--- src/design/pfs_defs.svh ---
`ifndef PFS_DEFS_SVH
`define PFS_DEFS_SVH
// Bus word offsets (byte addresses)
`define PFS_OFF_PCL        8'h08
`define PFS_OFF_FLAGS      8'h0C
`define PFS_OFF_PCFULL     8'h10
`define PFS_OFF_STACK      8'h14
`define PFS_OFF_MAINCFG    8'h18
`define PFS_OFF_EXTCFG     8'h1C
`define PFS_OFF_IDENT      8'h20
`define PFS_OFF_PROG       8'h24
`define PFS_OFF_OPTION     8'h28
`define PFS_OFF_CLKINFO    8'h2C
// Flag register fields
`define PFS_FLG_PAGE_LSB   5
`define PFS_FLG_TO         4
`define PFS_FLG_PD         3
`define PFS_FLG_Z          2
`define PFS_FLG_DC         1
`define PFS_FLG_C          0
// Main configuration fields
`define PFS_MCFG_TURBO     11
// Extended configuration fields
`define PFS_XCFG_TRIM2     11
`define PFS_XCFG_PINS      10
`define PFS_XCFG_TRIM1     9
`define PFS_XCFG_TRIM0     8
`define PFS_XCFG_OPTX      7
`define PFS_XCFG_CINN      6
`define PFS_XCFG_BOR_LSB   4
// Reset values and fixed constants
`define PFS_RST_PC         11'h7FF
`define PFS_RST_FLAGS      8'h18
`define PFS_RST_MCFG       12'hFFF
`define PFS_RST_XCFG       12'hFFF
`define PFS_RST_OPTION     8'hFF
`define PFS_BOR_OFF        2'h3
`define PFS_DEEP_STACK     4'h8
`define PFS_SHALLOW_STACK  4'h2
`define PFS_BAD_ADDR_DATA  32'h0000_0000
`endif

--- src/design/pfs_pkg.sv ---
package pfs_pkg;
    typedef enum logic [3:0]
    {
        PFS_OP_NONE   = 4'h0,
        PFS_OP_ADD    = 4'h1,
        PFS_OP_SUB    = 4'h2,
        PFS_OP_RR     = 4'h3,
        PFS_OP_RL     = 4'h4,
        PFS_OP_LOGIC  = 4'h5,
        PFS_OP_JUMP   = 4'h6,
        PFS_OP_CALL   = 4'h7,
        PFS_OP_RET    = 4'h8,
        PFS_OP_WDCLR  = 4'h9,
        PFS_OP_SLEEP  = 4'hA,
        PFS_OP_WRPCL  = 4'hB,
        PFS_OP_WRFLG  = 4'hC
    } pfs_op_t;

    typedef enum logic [1:0]
    {
        PFS_BUS_IDLE = 2'b00,
        PFS_BUS_ACK  = 2'b01
    } pfs_bus_t;

    typedef struct packed
    {
        pfs_op_t    op;
        logic [7:0] a;
        logic [7:0] b;
        logic [7:0] imm;
        logic       wdt_timeout;
    } pfs_req_t;

    typedef struct packed
    {
        logic [10:0]       pc;
        logic [7:0]        flags;
        logic [7:0]        result;
        logic [7:0]        option;
        logic [11:0]       mcfg;
        logic [11:0]       xcfg;
        logic [7:0][10:0]  stack;
        logic [3:0]        depth;
        logic              prog_mode;
        logic              bor_en;
        logic              clk_div4;
        logic [2:0]        osc_trim;
        logic              pins28;
        logic [1:0]        bor_sel;
        pfs_bus_t          bus;
        logic [31:0]       rdata;
        logic              stack_ovf;
        logic [1:0]        sync_a;
        logic [1:0]        sync_b;
    } pfs_state_t;
endpackage

--- src/design/pfs_core.sv ---
`timescale 1ns/1ps
`include "pfs_defs.svh"
module pfs_core
    import pfs_pkg::*;
#(
    parameter logic [11:0] IDENT_WORD = 12'h5A5  // Arbitrary value
)
(
    // Clock and reset
    input  wire logic        REF_CLK,
    input  wire logic        SYS_RST,
    // Instruction-side request from the core sequencer
    input  wire pfs_req_t    REQ,
    // Programming-mode strap pin
    input  wire logic        PROG_PIN,
    // Avalon-MM slave
    input  wire logic [7:0]  AVS_ADDRESS,
    input  wire logic        AVS_READ,
    input  wire logic        AVS_WRITE,
    input  wire logic [31:0] AVS_WRITEDATA,
    input  wire logic [3:0]  AVS_BYTEENABLE,
    output logic      [31:0] AVS_READDATA,
    output logic             AVS_WAITREQUEST,
    // Core-facing state
    output logic      [10:0] FETCH_ADDR,
    output logic      [7:0]  FLAGS,
    output logic      [7:0]  ALU_RESULT,
    output logic             CLK_DIV4,
    output logic      [2:0]  OSC_TRIM,
    output logic             PINS_28,
    output logic      [1:0]  BOR_SELECT,
    output logic             BOR_ENABLE,
    output logic             STACK_OVERFLOW
);
    pfs_state_t s_r;
    pfs_state_t s_nxt;

    function automatic logic [3:0] stack_limit(input logic [11:0] x);
        stack_limit = x[`PFS_XCFG_OPTX] ? `PFS_SHALLOW_STACK : `PFS_DEEP_STACK;
    endfunction

    function automatic logic [31:0] merge(input logic [31:0] old, input logic [31:0] wd,
                                          input logic [3:0] be);
        logic [31:0] r;
        r = old;
        for (int i = 0; i < 4; i++)
        begin
            if (be[i])
            begin
                r[8*i +: 8] = wd[8*i +: 8];
            end
        end
        merge = r;
    endfunction

    logic [8:0]  sum9;
    logic [4:0]  sum5;
    logic        cin;
    logic [7:0]  fl;
    logic [31:0] wv;
    logic        bus_req;
    logic        prog_sync;

    always_comb
    begin
        s_nxt     = s_r;
        fl        = s_r.flags;
        sum9      = 9'h000;
        sum5      = 5'h00;
        wv        = 32'h0000_0000;
        prog_sync = s_r.sync_a[1];
        bus_req   = AVS_READ || AVS_WRITE;
        s_nxt.sync_a = {s_r.sync_a[0], PROG_PIN};
        s_nxt.sync_b = s_r.sync_b;
        s_nxt.prog_mode = prog_sync;
        // Carry input only when active-low enable cleared
        cin = !s_r.xcfg[`PFS_XCFG_CINN] && s_r.flags[`PFS_FLG_C];
        s_nxt.pc = s_r.pc + 11'h001;
        unique case (REQ.op)
            PFS_OP_ADD:
            begin
                sum9 = {1'b0, REQ.a} + {1'b0, REQ.b} + {8'h00, cin};
                sum5 = {1'b0, REQ.a[3:0]} + {1'b0, REQ.b[3:0]} + {4'h0, cin};
                fl[`PFS_FLG_C]  = sum9[8];
                fl[`PFS_FLG_DC] = sum5[4];
                fl[`PFS_FLG_Z]  = (sum9[7:0] == 8'h00);
                s_nxt.result = sum9[7:0];
            end
            PFS_OP_SUB:
            begin
                // a - b as a + ~b + 1, carry in replaces the implicit one
                sum9 = {1'b0, REQ.a} + {1'b0, ~REQ.b}
                     + {8'h00, s_r.xcfg[`PFS_XCFG_CINN] ? 1'b1 : cin};
                sum5 = {1'b0, REQ.a[3:0]} + {1'b0, ~REQ.b[3:0]}
                     + {4'h0, s_r.xcfg[`PFS_XCFG_CINN] ? 1'b1 : cin};
                fl[`PFS_FLG_C]  = sum9[8];
                fl[`PFS_FLG_DC] = sum5[4];
                fl[`PFS_FLG_Z]  = (sum9[7:0] == 8'h00);
                s_nxt.result = sum9[7:0];
            end
            PFS_OP_RR:
            begin
                s_nxt.result = {s_r.flags[`PFS_FLG_C], REQ.a[7:1]};
                fl[`PFS_FLG_C] = REQ.a[0];
            end
            PFS_OP_RL:
            begin
                s_nxt.result = {REQ.a[6:0], s_r.flags[`PFS_FLG_C]};
                fl[`PFS_FLG_C] = REQ.a[7];
            end
            PFS_OP_LOGIC:
            begin
                s_nxt.result = REQ.a;
                fl[`PFS_FLG_Z] = (REQ.a == 8'h00);
            end
            PFS_OP_JUMP:
            begin
                s_nxt.pc = {s_r.flags[7:`PFS_FLG_PAGE_LSB], REQ.imm};
            end
            PFS_OP_CALL:
            begin
                // Push return address; oldest entry lost on overflow
                s_nxt.stack = {s_r.stack[6:0], s_r.pc + 11'h001};
                if (s_r.depth == stack_limit(s_r.xcfg))
                begin
                    s_nxt.stack_ovf = 1'b1;
                end
                else
                begin
                    s_nxt.depth = s_r.depth + 4'h1;
                end
                s_nxt.pc = {s_r.flags[7:`PFS_FLG_PAGE_LSB], REQ.imm};
            end
            PFS_OP_RET:
            begin
                s_nxt.pc    = s_r.stack[0];
                s_nxt.stack = {s_r.stack[7], s_r.stack[7:1]};
                if (s_r.depth != 4'h0)
                begin
                    s_nxt.depth = s_r.depth - 4'h1;
                end
            end
            PFS_OP_WDCLR:
            begin
                fl[`PFS_FLG_TO] = 1'b1;
                fl[`PFS_FLG_PD] = 1'b1;
            end
            PFS_OP_SLEEP:
            begin
                fl[`PFS_FLG_TO] = 1'b1;
                fl[`PFS_FLG_PD] = 1'b0;
            end
            PFS_OP_WRPCL:
            begin
                s_nxt.pc = {s_r.flags[7:`PFS_FLG_PAGE_LSB], REQ.imm};
            end
            PFS_OP_WRFLG:
            begin
                // Write first, then the Z flag from the written value lands on top
                fl = {REQ.imm[7:5], s_r.flags[4:3], REQ.imm[2:0]};
                fl[`PFS_FLG_Z] = (REQ.imm == 8'h00);
                s_nxt.result = REQ.imm;
            end
            default:
            begin
            end
        endcase
        if (REQ.wdt_timeout)
        begin
            fl[`PFS_FLG_TO] = 1'b0;
        end
        s_nxt.flags = fl;

        // Derived configuration
        s_nxt.clk_div4 = s_r.mcfg[`PFS_MCFG_TURBO];
        s_nxt.osc_trim = {s_r.xcfg[`PFS_XCFG_TRIM2], s_r.xcfg[`PFS_XCFG_TRIM1],
                          s_r.xcfg[`PFS_XCFG_TRIM0]};
        s_nxt.pins28   = s_r.xcfg[`PFS_XCFG_PINS];
        s_nxt.bor_sel  = s_r.xcfg[`PFS_XCFG_BOR_LSB +: 2];
        s_nxt.bor_en   = (s_r.xcfg[`PFS_XCFG_BOR_LSB +: 2] != `PFS_BOR_OFF);
        if (s_r.xcfg[`PFS_XCFG_OPTX])
        begin
            s_nxt.option[7:6] = 2'b11;
        end

        // Bus slave: one wait cycle, then answer
        unique case (s_r.bus)
            PFS_BUS_IDLE:
            begin
                if (bus_req)
                begin
                    s_nxt.bus = PFS_BUS_ACK;
                    s_nxt.rdata = `PFS_BAD_ADDR_DATA;
                    unique case (AVS_ADDRESS)
                        `PFS_OFF_PCL:     s_nxt.rdata = {24'h0, s_r.pc[7:0]};
                        `PFS_OFF_FLAGS:   s_nxt.rdata = {24'h0, s_r.flags};
                        `PFS_OFF_PCFULL:  s_nxt.rdata = {21'h0, s_r.pc};
                        `PFS_OFF_STACK:   s_nxt.rdata = {27'h0, s_r.stack_ovf, s_r.depth};
                        `PFS_OFF_MAINCFG: s_nxt.rdata = s_r.prog_mode ? {20'h0, s_r.mcfg}
                                                                      : 32'h0;
                        `PFS_OFF_EXTCFG:  s_nxt.rdata = s_r.prog_mode ? {20'h0, s_r.xcfg}
                                                                      : 32'h0;
                        `PFS_OFF_IDENT:   s_nxt.rdata = {20'h0, IDENT_WORD};
                        `PFS_OFF_PROG:    s_nxt.rdata = {31'h0, s_r.prog_mode};
                        `PFS_OFF_OPTION:  s_nxt.rdata = {24'h0, s_r.option};
                        `PFS_OFF_CLKINFO: s_nxt.rdata = {26'h0, s_r.bor_en, s_r.pins28,
                                                         s_r.osc_trim, s_r.clk_div4};
                        default:          s_nxt.rdata = `PFS_BAD_ADDR_DATA;
                    endcase
                end
            end
            PFS_BUS_ACK:
            begin
                s_nxt.bus = PFS_BUS_IDLE;
                if (AVS_WRITE)
                begin
                    unique case (AVS_ADDRESS)
                        `PFS_OFF_PCL:
                        begin
                            wv = merge({24'h0, s_r.pc[7:0]}, AVS_WRITEDATA, AVS_BYTEENABLE);
                            s_nxt.pc = {s_r.flags[7:`PFS_FLG_PAGE_LSB], wv[7:0]};
                        end
                        `PFS_OFF_FLAGS:
                        begin
                            wv = merge({24'h0, fl}, AVS_WRITEDATA, AVS_BYTEENABLE);
                            s_nxt.flags = {wv[7:5], fl[4:3], wv[2:0]};
                        end
                        `PFS_OFF_MAINCFG:
                        begin
                            if (s_r.prog_mode)
                            begin
                                wv = merge({20'h0, s_r.mcfg}, AVS_WRITEDATA, AVS_BYTEENABLE);
                                s_nxt.mcfg = wv[11:0];
                            end
                        end
                        `PFS_OFF_EXTCFG:
                        begin
                            if (s_r.prog_mode)
                            begin
                                wv = merge({20'h0, s_r.xcfg}, AVS_WRITEDATA, AVS_BYTEENABLE);
                                s_nxt.xcfg = wv[11:0];
                            end
                        end
                        `PFS_OFF_OPTION:
                        begin
                            wv = merge({24'h0, s_r.option}, AVS_WRITEDATA, AVS_BYTEENABLE);
                            s_nxt.option = s_r.xcfg[`PFS_XCFG_OPTX] ? {2'b11, wv[5:0]}
                                                                    : wv[7:0];
                        end
                        `PFS_OFF_STACK:
                        begin
                            // An overflow in the same cycle wins over the clear
                            if (AVS_WRITEDATA[4] && AVS_BYTEENABLE[0]
                                && !(REQ.op == PFS_OP_CALL
                                     && s_r.depth == stack_limit(s_r.xcfg)))
                            begin
                                s_nxt.stack_ovf = 1'b0;
                            end
                        end
                        default:
                        begin
                        end
                    endcase
                end
            end
            default:
            begin
                s_nxt.bus = PFS_BUS_IDLE;
            end
        endcase
    end

    always_ff @(posedge REF_CLK or posedge SYS_RST)
    begin
        if (SYS_RST)
        begin
            s_r           <= '0;
            s_r.pc        <= `PFS_RST_PC;
            s_r.flags     <= `PFS_RST_FLAGS;
            s_r.option    <= `PFS_RST_OPTION;
            s_r.mcfg      <= `PFS_RST_MCFG;
            s_r.xcfg      <= `PFS_RST_XCFG;
            s_r.bor_sel   <= `PFS_BOR_OFF;
            s_r.clk_div4  <= 1'b1;
            s_r.pins28    <= 1'b1;
            s_r.osc_trim  <= 3'h7;
            s_r.bus       <= PFS_BUS_IDLE;
        end
        else
        begin
            s_r <= s_nxt;
        end
    end

    assign AVS_READDATA    = s_r.rdata;
    assign AVS_WAITREQUEST = (s_r.bus == PFS_BUS_IDLE);
    assign FETCH_ADDR      = s_r.pc;
    assign FLAGS           = s_r.flags;
    assign ALU_RESULT      = s_r.result;
    assign CLK_DIV4        = s_r.clk_div4;
    assign OSC_TRIM        = s_r.osc_trim;
    assign PINS_28         = s_r.pins28;
    assign BOR_SELECT      = s_r.bor_sel;
    assign BOR_ENABLE      = s_r.bor_en;
    assign STACK_OVERFLOW  = s_r.stack_ovf;
endmodule

--- config.mk ---
export PLATFORM = sky130hd
export DESIGN_NAME = pfs_core
export DESIGN_NICKNAME = d
export VERILOG_FILES = /design/src/design/pfs_pkg.sv /design/src/design/pfs_core.sv
export VERILOG_INCLUDE_DIRS = /design/src /design/src/design
export SDC_FILE = /design/constraint.sdc
export NUM_CORES = 1
export LEC_CHECK = 0
export BUFFER_PORTS_ARGS = -buffer_cell sky130_fd_sc_hd__buf_4
export CAP_MARGIN = 10
export CORE_MARGIN = 2
export CORE_UTILIZATION = 40
export CTS_BUF_LIST = sky130_fd_sc_hd__clkbuf_4 sky130_fd_sc_hd__clkbuf_8
export DETAILED_ROUTE_END_ITERATION = 16
export MAX_ROUTING_LAYER = met4
export PLACE_DENSITY_LB_ADDON = 0.25
export SETUP_SLACK_MARGIN = 0.3
export SLEW_MARGIN = 20
export SYNTH_ARGS = -nofsm -noshare
export SYNTH_HDL_FRONTEND = slang
export SYNTH_SLANG_ARGS = --single-unit
--- constraint.sdc ---
create_clock -name REF_CLK -period 6.3 [get_ports REF_CLK]
set_clock_uncertainty 0.15 [all_clocks]
set_input_delay 0.63 -clock REF_CLK [delete_from_list [all_inputs] [get_ports REF_CLK]]
set_output_delay 0.63 -clock REF_CLK [all_outputs]
set_load 0.01 [all_outputs]
==> flow_summary_export.csv <==
group,metric,value,unit
status,status,"finished clean",
synthesis,synth_area_leaders,"dfrtp_1 31%, dfstp_2 14%, nand2_1 8.0%",
sta,fin_setup_tns,0,ns
synthesis,yosysMostFrequentCell,"nand2_1",
critical_path,crit_fanout,58,
finish,fillers,2370,
route,vias,7777,
critical_path,worstPathRequired,6.52,ns
sta,hold_violations,0,
clocking,postCtsHoldBufs,0,
power,p_leak,5.01,nW
critical_path,r2r-start,"FLAGS[0]",
critical_path,cp_slowest_cell,"buf_4",
clocking,cts_resized,0,
global_routing,grt.overflow.total,0,
clocking,clkTransAtPathRegs,0.09,ns
synthesis,ys_top_cells_by_count,"213 x nand2_1, 124 x dfrtp_1, 88 x a22oi_1",
power,p_clk_share,27.3,%
synthesis,synth_top_flop_cell,"dfrtp_1",
sta,fmax,0.323,GHz
global_routing,antenna_found_initial,0,
clocking,cts_tree,"built",
synthesis,avgSynthCellArea,9.43,um2
route,via_per_inst,5.48,
clocking,cts_sinks,176,
sta,grt_setup_unrepaired,"no",
placed_design,dp_hpwl,17400,um
sta,maxSlewHeadroom,41.8,%
critical_path,worstSetupStartpoint,"REQ[25]",
finish,fin_util,44.8,%
sta,final.period_utilization,49.2,%
finish,instances_no_fill,1420,
global_routing,grt_util_all_layers,19.9,%
clocking,cts_setup_buffers,0,
floorplan,ios,147,
route,post_drt_wl_per_cell,17.7,um
synthesis,synth-edff-count,0,
worst_hold_path,min-delay-start,"REQ[0]",
clocking,htreeDepth,4,
finish,drive_gt1_share,23.4,%
power,switching_share,32.3,%
critical_path,max_stage_delay,0.63,ns
critical_path,cp-end-kind,"flip-flop",
synthesis,synth_seq_area_share,44.9,%
sta,fin_hold_ws,0.119,ns
critical_path,crit_chain,"buf_4 > nor2_1 > nand2_1 > inv_2 > buf_4 > or2_2 > nor2_1 > a21oi_1 > o21ai_0",
synthesis,syn-cell-area,0.00996,mm2
finish,area_growth,9.67,%
route,dr.pass1.iters,5,
clocking,clockBufferDepth,2,
placed_design,dp_cells,1388,
synthesis,ys_ff_latch,176,
power,pwr-share-comb,20.6,%
clocking,cts_made_buffers,17,
placed_design,gp_congestion,0.910,
synthesis,ys_types,75,
sta,tightest_slew,0.872,ns
synthesis,ys_async_sr_fraction,100,%
critical_path,cp_data_arrival_time,3.32,ns
floorplan,fp.dieH,162,um
synthesis,yosys.area.top_type,"dfrtp_1",
floorplan,die_w,162,um
finish,antenna_cells,0,
placed_design,portBuffers,104,
power,power_density,261,mW/mm2
synthesis,yosysTopAreaCellShare,31.2,%
flow_run,maxCapViolations,0,
clocking,cts-root-buf,"clkbuf_8",
global_routing,grt_pass1_wl,40100,um
sta,slew_violations,0,
route,ant_nets,0,
power,switching_power,0.921,mW
clocking,clk_latency,0.46,ns
global_routing,grt_max_degree,82,
finish,layout.nets,1183,
critical_path,start_kind,"primary input",
route,drc_errors,0,
floorplan,initial_core_util,40.8,%
sta,min_period,3.10,ns
worst_hold_path,hold_class,"primary input to flip-flop",
power,p_int,1.93,mW
global_routing,first_global_vias,7273,
floorplan,std_cell_rows,57,
power,pwr-share-seq,52.1,%
synthesis,synth-warning-count,0,
power,power,2.85,mW
floorplan,coreArea,0.0244,mm2
power,vdd_drop_max,142,uV
route,wirelength,25100,um
synthesis,netlist_instances,1056,
critical_path,crit_type,"primary input to flip-flop",
floorplan,die_area,0.0262,mm2
route,drt_iter0_drc,719,
sta,setup_viol,0,
layer usage:
metal,track usage (%),part of all wire (%),vias to the layer above
li1,-,-,3714
met1,27.5,46,3807
met2,30.0,47,229
met3,3.32,5.2,27
met4,6.36,1.9,0
met5,-,0,-
registers in the layout, summed over array words and instances (netlist names):
name            flops
ALU_RESULT          8
AVS_READDATA       12
BOR_ENABLE          1
BOR_SELECT          2
CLK_DIV4            1
FETCH_ADDR         11
FLAGS               8
OSC_TRIM            3
PINS_28             1
STACK_OVERFLOW      1
prog_sync           1
s_nxt               8
s_r               119
critical path, delay by kind of cell:
family	cells	cell delay (ns)
buffers and inverters	3	1.40
AND/OR/NAND/NOR	4	1.05
AO/OA/AOI/OAI	2	0.20
cell families (layout without fill, tap and decap cells):
| kind of cell | count (synthesis) | count (layout) | synth area share (%) |
|---|---|---|---|
| fa+ha+maj | 22 | 22 | 3.14 |
| simple gates | 361 | 361 | 16.6 |
| xor+xnor | 24 | 24 | 2.11 |
| compound gates | 263 | 263 | 18.2 |
| buf+inv | 151 | 172 | 8.81 |
| flops | 176 | 176 | 44.9 |
| mux | 58 | 58 | 6.27 |
| other cells | 1 | 20 | 0.0377 |
final timing paths:
check	endpoint	slack (ns)	depth (start not counted)
worst max-delay path	FETCH_ADDR[8]	3.20	9
worst min-delay path	FLAGS[4]	0.12	2
worst max register to register	ALU_RESULT[6]	3.32	11
worst min register to register	s_r[47]	0.21	0
max in group asynchronous	FLAGS[5]	4.59	3
min in group asynchronous	s_r[130]	0.13	2
final cells by class:
type / count / area, um2 / share of cell area, %
multi-input cells: 748 / 4700 / 43.0
flip-flops and latches: 176 / 4470 / 40.9
repair buffers: 113 / 848 / 7.77
well taps: 324 / 405 / 3.71
clock buffers: 22 / 278 / 2.54
clock inverters: 10 / 115 / 1.05
inverters: 27 / 106 / 0.974
placed cells by master (no fill, tap or decap), types with 7 or more instances in the layout:
cell type,n
clkbuf_8,18
nor3_1,8
conb_1,20
nor4_1,7
o21ai_0,44
xnor2_1,11
and3_1,7
nand2b_1,14
buf_4,113
a21oi_1,50
xor2_1,13
dfstp_2,52
nand3_1,16
dfrtp_1,124
mux2_2,35
a22o_1,10
ha_1,17
a221oi_1,11
a22oi_1,88
inv_1,24
nor2_1,58
nand2_1,213
o22ai_1,7
mux2i_1,23
stage by stage:
| step | area, um2 | setup WS, ns |
|---|---|---|
| global placement | 10500 | 2.78 |
| finish | 10900 | 3.20 |
| global route | 10900 | 2.95 |
| floorplan | 10000 | 0.833 |
| CTS | 10900 | 3.28 |
| detailed placement | 10500 | 2.78 |
power groups by stage:
stage	combinational [mW]	sequential, mW	clock [mW]
2_1_floorplan	0.469	1.41	0
3_3_place_gp	0.580	1.50	0
3_5_place_dp	0.590	1.50	0
4_1_cts	0.592	1.48	0.801
5_1_grt	0.665	1.51	0.852
6_report	0.588	1.49	0.779
No activity file was read; power rests on OpenSTA's default activity.
